### src/pwh_pkg.sv
package pwh_pkg;
    // Function codes and exception answers
    localparam logic [7:0] FC_WRITE_SINGLE = 8'h06;
    localparam logic [7:0] FC_WRITE_MULTI = 8'h10;
    localparam logic [7:0] FC_ERROR_FLAG = 8'h80;
    localparam logic [7:0] EXC_NONE = 8'h00;
    localparam logic [7:0] EXC_BAD_FUNCTION = 8'h01;
    localparam logic [7:0] EXC_BAD_ADDRESS = 8'h02;
    localparam logic [7:0] EXC_BAD_VALUE = 8'h03;
    localparam logic [7:0] EXC_STORE_FAIL = 8'h04;
    // Start address split
    localparam int ADDR_PARAM_LSB = 0;
    localparam int ADDR_PARAM_W = 12;
    localparam int ADDR_SET_LSB = 12;
    localparam int ADDR_SET_W = 4;
    localparam logic [11:0] PARAM_MAX = 12'h63f;
    localparam logic [3:0] SET_MAX = 4'h9;
    // Counts for the two widths of function 16
    localparam logic [15:0] REGS_NARROW = 16'h0001;
    localparam logic [15:0] REGS_WIDE = 16'h0002;
    localparam logic [7:0] BYTES_NARROW = 8'h02;
    localparam logic [7:0] BYTES_WIDE = 8'h04;
    // Byte positions inside a request frame
    localparam logic [3:0] POS_TID_HI = 4'h0;
    localparam logic [3:0] POS_TID_LO = 4'h1;
    localparam logic [3:0] POS_PID_HI = 4'h2;
    localparam logic [3:0] POS_PID_LO = 4'h3;
    localparam logic [3:0] POS_UNIT = 4'h6;
    localparam logic [3:0] POS_FC = 4'h7;
    localparam logic [3:0] POS_ADDR_HI = 4'h8;
    localparam logic [3:0] POS_ADDR_LO = 4'h9;
    localparam logic [3:0] POS_CNT_HI = 4'ha;
    localparam logic [3:0] POS_CNT_LO = 4'hb;
    localparam logic [3:0] POS_BCNT = 4'hc;
    localparam logic [3:0] POS_MAX = 4'hf;
    // Response lengths: total bytes, and the header length field
    localparam logic [3:0] RESP_NORMAL_BYTES = 4'hc;
    localparam logic [3:0] RESP_EXC_BYTES = 4'h9;
    localparam logic [15:0] LEN_NORMAL = 16'h0006;
    localparam logic [15:0] LEN_EXC = 16'h0003;
    localparam logic [2:0] VAL_MAX = 3'h7;

    typedef enum logic [3:0] {
        PWH_RX = 4'b0001,
        PWH_CHECK = 4'b0010,
        PWH_WRITE = 4'b0100,
        PWH_SEND = 4'b1000
    } pwh_state_t;

    typedef struct packed {
        pwh_state_t state;
        logic [3:0] pos;
        logic [15:0] tid;
        logic [15:0] pid;
        logic [7:0] unit;
        logic [7:0] fc;
        logic [15:0] addr;
        logic [15:0] rcnt;
        logic [7:0] bcnt;
        logic [31:0] val;
        logic [2:0] nval;
        logic [7:0] exc;
        logic wide;
        logic st_req;
        logic [95:0] resp;
        logic [3:0] left;
    } pwh_regs_t;

    // Parameter store write port
    typedef struct packed {
        logic req;
        logic [3:0] dataset;
        logic [11:0] param;
        logic wide;
        logic [31:0] data;
    } pwh_store_req_t;
endpackage

### src/pwh_handler.sv
`timescale 1ns/1ps
module pwh_handler (
    input wire logic clock,
    input wire logic rst,
    input wire logic rx_valid,
    input wire logic [7:0] rx_data,
    input wire logic rx_last,
    output logic rx_ready,
    output logic tx_valid,
    output logic [7:0] tx_data,
    output logic tx_last,
    input wire logic tx_ready,
    output pwh_pkg::pwh_store_req_t st_out,
    input wire logic st_known,
    input wire logic st_is_wide,
    input wire logic st_ack,
    input wire logic st_fail
);
    pwh_pkg::pwh_regs_t s_reg;
    pwh_pkg::pwh_regs_t s_next;
    logic [3:0] set_num;
    logic [11:0] par_num;
    logic out_of_range;
    logic size_ok;
    logic [7:0] chk_exc;

    // ------------------------------------------------------------
    // Address decode and request checks
    // ------------------------------------------------------------
    // parameter field
    assign par_num = s_reg.addr[pwh_pkg::ADDR_PARAM_LSB +:
                                pwh_pkg::ADDR_PARAM_W];
    assign set_num = s_reg.addr[pwh_pkg::ADDR_SET_LSB +:
                                pwh_pkg::ADDR_SET_W];
    assign out_of_range = (set_num > pwh_pkg::SET_MAX) ||
                          (par_num > pwh_pkg::PARAM_MAX);

    // Size check per function; the store says the true width
    always_comb begin
        size_ok = 1'b0;
        if (s_reg.fc == pwh_pkg::FC_WRITE_SINGLE) begin
            size_ok = (s_reg.nval == 3'h2) && !st_is_wide;
        end else if (st_is_wide) begin
            size_ok = (s_reg.rcnt == pwh_pkg::REGS_WIDE) &&
                      (s_reg.bcnt == pwh_pkg::BYTES_WIDE) &&
                      (s_reg.nval == 3'h4);
        end else begin
            size_ok = (s_reg.rcnt == pwh_pkg::REGS_NARROW) &&
                      (s_reg.bcnt == pwh_pkg::BYTES_NARROW) &&
                      (s_reg.nval == 3'h2);
        end
    end

    // Priority: function, then address, then size
    always_comb begin
        if (s_reg.fc != pwh_pkg::FC_WRITE_SINGLE &&
            s_reg.fc != pwh_pkg::FC_WRITE_MULTI) begin
            chk_exc = pwh_pkg::EXC_BAD_FUNCTION;
        end else if (out_of_range || !st_known) begin
            chk_exc = pwh_pkg::EXC_BAD_ADDRESS;
        // wrong byte count for the width
        end else if (!size_ok) begin
            chk_exc = pwh_pkg::EXC_BAD_VALUE;
        end else begin
            chk_exc = pwh_pkg::EXC_NONE;
        end
    end

    // ------------------------------------------------------------
    // Next-state logic
    // ------------------------------------------------------------
    always_comb begin
        s_next = s_reg;
        case (s_reg.state)
            pwh_pkg::PWH_RX: begin
                if (rx_valid) begin
                    case (s_reg.pos)
                        pwh_pkg::POS_TID_HI: s_next.tid[15:8] = rx_data;
                        pwh_pkg::POS_TID_LO: s_next.tid[7:0] = rx_data;
                        pwh_pkg::POS_PID_HI: s_next.pid[15:8] = rx_data;
                        pwh_pkg::POS_PID_LO: s_next.pid[7:0] = rx_data;
                        // unit byte held only for the echo
                        pwh_pkg::POS_UNIT: s_next.unit = rx_data;
                        pwh_pkg::POS_FC: s_next.fc = rx_data;
                        pwh_pkg::POS_ADDR_HI: s_next.addr[15:8] = rx_data;
                        pwh_pkg::POS_ADDR_LO: s_next.addr[7:0] = rx_data;
                        default: begin
                        end
                    endcase
                    if (s_reg.fc == pwh_pkg::FC_WRITE_MULTI &&
                        s_reg.pos >= pwh_pkg::POS_CNT_HI &&
                        s_reg.pos <= pwh_pkg::POS_BCNT) begin
                        if (s_reg.pos == pwh_pkg::POS_CNT_HI) begin
                            s_next.rcnt[15:8] = rx_data;
                        end else if (s_reg.pos == pwh_pkg::POS_CNT_LO) begin
                            s_next.rcnt[7:0] = rx_data;
                        end else begin
                            s_next.bcnt = rx_data;
                        end
                    end else if (s_reg.pos > pwh_pkg::POS_ADDR_LO) begin
                        // Value bytes; every byte shifts into val, the count stops at VAL_MAX
                        s_next.val = {s_reg.val[23:0], rx_data};
                        if (s_reg.nval != pwh_pkg::VAL_MAX) begin
                            s_next.nval = s_reg.nval + 3'h1;
                        end
                    end
                    if (s_reg.pos != pwh_pkg::POS_MAX) begin
                        s_next.pos = s_reg.pos + 4'h1;
                    end
                    if (rx_last) begin
                        s_next.pos = 4'h0;
                        // Frames ending before the function code drop
                        if (s_reg.pos >= pwh_pkg::POS_FC) begin
                            s_next.state = pwh_pkg::PWH_CHECK;
                        end else begin
                            s_next.val = 32'h0;
                            s_next.nval = 3'h0;
                        end
                    end
                end
            end
            pwh_pkg::PWH_CHECK: begin
                s_next.exc = chk_exc;
                s_next.wide = st_is_wide;
                if (chk_exc == pwh_pkg::EXC_NONE) begin
                    // accepted write, single or multiple, goes to the store
                    s_next.st_req = 1'b1;
                    s_next.state = pwh_pkg::PWH_WRITE;
                end else begin
                    s_next.state = pwh_pkg::PWH_SEND;
                end
            end
            pwh_pkg::PWH_WRITE: begin
                if (st_ack) begin
                    s_next.st_req = 1'b0;
                    if (st_fail) begin
                        s_next.exc = pwh_pkg::EXC_STORE_FAIL;
                    end
                    s_next.state = pwh_pkg::PWH_SEND;
                end
            end
            pwh_pkg::PWH_SEND: begin
                if (tx_ready) begin
                    s_next.resp = {s_reg.resp[87:0], 8'h00};
                    s_next.left = s_reg.left - 4'h1;
                    if (s_reg.left == 4'h1) begin
                        s_next.state = pwh_pkg::PWH_RX;
                        s_next.val = 32'h0;
                        s_next.nval = 3'h0;
                        s_next.rcnt = 16'h0;
                        s_next.bcnt = 8'h0;
                    end
                end
            end
            default: begin
                s_next.state = pwh_pkg::PWH_RX;
            end
        endcase
        // one answer per frame that reaches the function code
        // Answer built once, on the way into the send state
        if (s_next.state == pwh_pkg::PWH_SEND &&
            s_reg.state != pwh_pkg::PWH_SEND) begin
            if (s_next.exc == pwh_pkg::EXC_NONE) begin
                // address echoed; count echoed for 16
                s_next.resp = {s_reg.tid, s_reg.pid,
                               pwh_pkg::LEN_NORMAL, s_reg.unit,
                               s_reg.fc, s_reg.addr,
                               (s_reg.fc == pwh_pkg::FC_WRITE_SINGLE) ?
                               s_reg.val[15:0] : s_reg.rcnt};
                s_next.left = pwh_pkg::RESP_NORMAL_BYTES;
            end else begin
                // function code with the top bit set, then the exception code
                s_next.resp = {s_reg.tid, s_reg.pid,
                               pwh_pkg::LEN_EXC, s_reg.unit,
                               s_reg.fc | pwh_pkg::FC_ERROR_FLAG,
                               s_next.exc, 24'h0};
                s_next.left = pwh_pkg::RESP_EXC_BYTES;
            end
        end
    end

    // State register
    always_ff @(posedge clock or posedge rst) begin
        if (rst) begin
            s_reg <= '{state: pwh_pkg::PWH_RX, default: '0};
        end else begin
            s_reg <= s_next;
        end
    end

    // ------------------------------------------------------------
    // Outputs
    // ------------------------------------------------------------
    assign rx_ready = (s_reg.state == pwh_pkg::PWH_RX);
    assign tx_valid = (s_reg.state == pwh_pkg::PWH_SEND);
    assign tx_data = s_reg.resp[95:88];
    assign tx_last = tx_valid && (s_reg.left == 4'h1);
    // value passes unscaled to the store
    assign st_out.req = s_reg.st_req;
    assign st_out.dataset = set_num;
    assign st_out.param = par_num;
    assign st_out.wide = s_reg.wide;
    assign st_out.data = s_reg.val;
endmodule

### config.mk
export PLATFORM = sky130hd
export DESIGN_NAME = pwh_handler
export DESIGN_NICKNAME = d
export VERILOG_FILES = /design/src/pwh_pkg.sv /design/src/pwh_handler.sv
export SDC_FILE = /design/constraint.sdc
export NUM_CORES = 1
export LEC_CHECK = 0
export BUFFER_PORTS_ARGS = -buffer_cell sky130_fd_sc_hd__buf_2
export CAP_MARGIN = 15
export CORE_MARGIN = 8
export CORE_UTILIZATION = 25
export DETAILED_ROUTE_END_ITERATION = 8
export SLEW_MARGIN = 20
export SYNTH_ARGS = -nofsm -noshare
export SYNTH_HDL_FRONTEND = slang
export SYNTH_SLANG_ARGS = --single-unit
### constraint.sdc
create_clock -name clock -period 7.8 [get_ports clock]
set_input_delay 0.78 -clock clock [delete_from_list [all_inputs] [get_ports clock]]
set_output_delay 0.78 -clock clock [all_outputs]
set_load 0.1 [all_outputs]
==> reports/metrics.yaml <==
synthesis:
  synth.avg_cell_area_um2: 11.4
  synth-async-reset-ratio_pct: 100
  syn_inst: 1001
  ys_types: 63
  syn-num-nets: 1028
  ys_seq_area_share_pct: 52.7
  yosysWarnings: 0
  synth_edf_count: 0
  ys.flop_type: "dfrtp_1"
  ys_ff_latch: 241
  synth_area_um2: 11400
sta:
  hold_viol: 0
  setup_tns_ps: 0
  finalCritPeriodShare_pct: 53.1
  relSlewSlack_pct: 34.5
  max_freq_mhz: 241
  worst_pin_slew_ps: 977
  finClkSkew_ps: 20.1
  finalMaxSlewViolations: 0
  rsz0062_at_grt: "false"
  hold_ws_ps: 426
  min_period_ps: 4140
  setup_violations: 0
  layout_setup_ws_ps: 3660
final_layout:
  area_growth_pct: 12.3
  n_fill_cell: 4716
  final_cell_mix: "dfrtp_1, mux2_2, mux2i_1"
  post-route-util_pct: 28.4
  largest_reg_flops: 183
  fin_cells: 1609
  fin_nets: 1018
  final_common_cell: "dfrtp_1"
  final_area_um2: 12900
  antenna_cells: 0
  drive_gt1_share_pct: 24.8
detailed_routing:
  post_drt_via_cell_ratio: 4.75
  routed_wl_um: 30400
  drc_errors: 0
  drtIter0Drc: 760
  antenna_left: 0
  vias: 7646
  wl_per_cell_um: 18.9
  first_pass_iters: 7
global_routing:
  grt_max_degree: 136
  grt_pass1_vias: 7848
  grt_overflow: 0
  grt_pass1_wl_um: 47900
  grt_usage_pct: 11.2
  antenna_found_initial: 2
die:
  die_w_um: 230
  die_h_um: 230
  dieArea_um2: 52900
  initial_core_util_pct: 25.3
  fp-row-count: 78
  core_um2: 45300
  io_pins: 78
clock_network:
  cts_tree: "done"
  numCtsBuffers: 27
  post_cts_resized: 0
  post_cts.repair.setup_buffers: 0
  htreeDepth: 1
  clock-sinks: 241
  cts_buffer_depth: 3
  clk_latency_ps: 550
  ctsHoldBuffers: 0
  cts.clk_slew.worst_paths_ps: 60
  cts_root_buf: "clkbuf_16"
placed_design:
  place_inst: 1561
  gp_congestion: 0.809
  dp_hpwl_um: 20100
  postPlaceCellArea_um2: 12000
  io_buffers: 77
  dpl_worst_slack_ps: 3660
power:
  ir_drop_mv: 0.113
  powerDensity_nw_per_um2: 283
  cellLeakagePower_nw: 5.80
  power_mw: 3.64
flow_run:
  maxCapViolations: 0
setup_path:
  required_ps: 8170
  worst_r2r_path_depth: 7
  worstPathArrival_ps: 4510
  slowest_delay_ps: 840
  crit_fanout: 84
  crit_chain: "or4_4 -> or3_1 -> a31o_4 -> o2111ai_4 -> buf_4 -> and2_4 -> o21ai_0"
  worstSetupEndpointType: "flop"
  critPathLaunchType: "flop"
  crit_path_top_delay_cell: "and2_4"
  criticalPathCategory: "flop to flop"
min_path:
  min_path_type: "input port to async pin"
outcome:
  outcome: "complete, no violations"
-- per-layer routing --
layer / up-vias / wire (µm) / track usage (%)
li1: 3496 / - / -
met1: 3910 / 13400 / 14.6
met2: 181 / 14600 / 18.5
met3: 57 / 1380 / 2.06
met4: 2 / 1010 / 3.96
met5: - / 12 / 0
-- kinds of logic (layout without fill, tap and decap cells) --
family	after synthesis	count (layout)	synth area share [%]
XOR/XNOR	4	4	0.306
flip-flops	241	241	52.7
AND/OR/NAND/NOR	231	231	10.1
multiplexers	195	195	18.1
AO/OA/AOI/OAI	174	174	10.4
adder cells (fa/ha/maj)	10	10	1.09
buffers and inverters	146	154	7.31
-- power breakdown --
group	switching, mW	total, mW	internal, mW
combinational	0.427	0.696	0.269
sequential	0.181	1.67	1.49
clock	0.511	1.27	0.760
total	1.12	3.64	2.52
-- critical path: cells and delay by family, from the launching register on --
| family | cells | cell delay (ps) |
|---|---|---|
| DFF | 1 | 410 |
| AOI/OAI and AO/OA | 3 | 680 |
| buffers and inverters | 1 | 650 |
| and+or+nand+nor | 3 | 2150 |
-- path summary, 6_finish.rpt --
path	from	to	slack [ps]
max	s_reg[188]$_DFFE_PP0P_	s_reg[59]$_DFFE_PP0P_	3660
min in group clock	s_reg[50]$_DFFE_PP0P_	s_reg[58]$_DFFE_PP0P_	480
min reg2reg	s_reg[50]$_DFFE_PP0P_	s_reg[58]$_DFFE_PP0P_	480
min	rst	st_out[21]$_DFFE_PP0P_	430
max reg2reg	s_reg[188]$_DFFE_PP0P_	s_reg[59]$_DFFE_PP0P_	3660
max in group asynchronous	rst	s_reg[26]$_DFFE_PP0P_	5880
-- layout make-up --
class | instances | area [µm²] | area share, %
sequential | 241 | 6030 | 46.9
multi-input combinational | 614 | 4630 | 36.0
clock buffer | 38 | 777 | 6.05
tap | 600 | 751 | 5.84
timing repair buffer | 89 | 473 | 3.68
clock inverter | 9 | 114 | 0.886
inverter | 18 | 75.1 | 0.584
-- Yosys cell counts (all sizes together), types with 3 or more instances --
master / number / area, µm²
and2: 14 / 87.6
mux2i: 97 / 971
o21ai: 64 / 320
a31o: 17 / 158
buf: 81 / 593
nand3: 45 / 225
nor4b: 3 / 26.3
nor3b: 3 / 22.5
nor4: 7 / 43.8
a31oi: 12 / 90.1
a221oi: 6 / 52.6
and3: 16 / 100
ha: 10 / 125
mux2: 98 / 1100
nor2: 52 / 195
dfrtp: 240 / 6010
nand4b: 3 / 26.3
o2bb2ai: 9 / 78.8
xnor2: 4 / 35.0
clkbuf: 47 / 176
inv: 18 / 67.6
nand2: 63 / 236
a22o: 3 / 26.3
a21oi: 32 / 171
nor3: 8 / 55.1
o211ai: 5 / 37.5
nand3b: 4 / 30.0
a221o: 7 / 70.1
a211o: 3 / 26.3
Note: power is estimated with default switching activity, not from simulation.
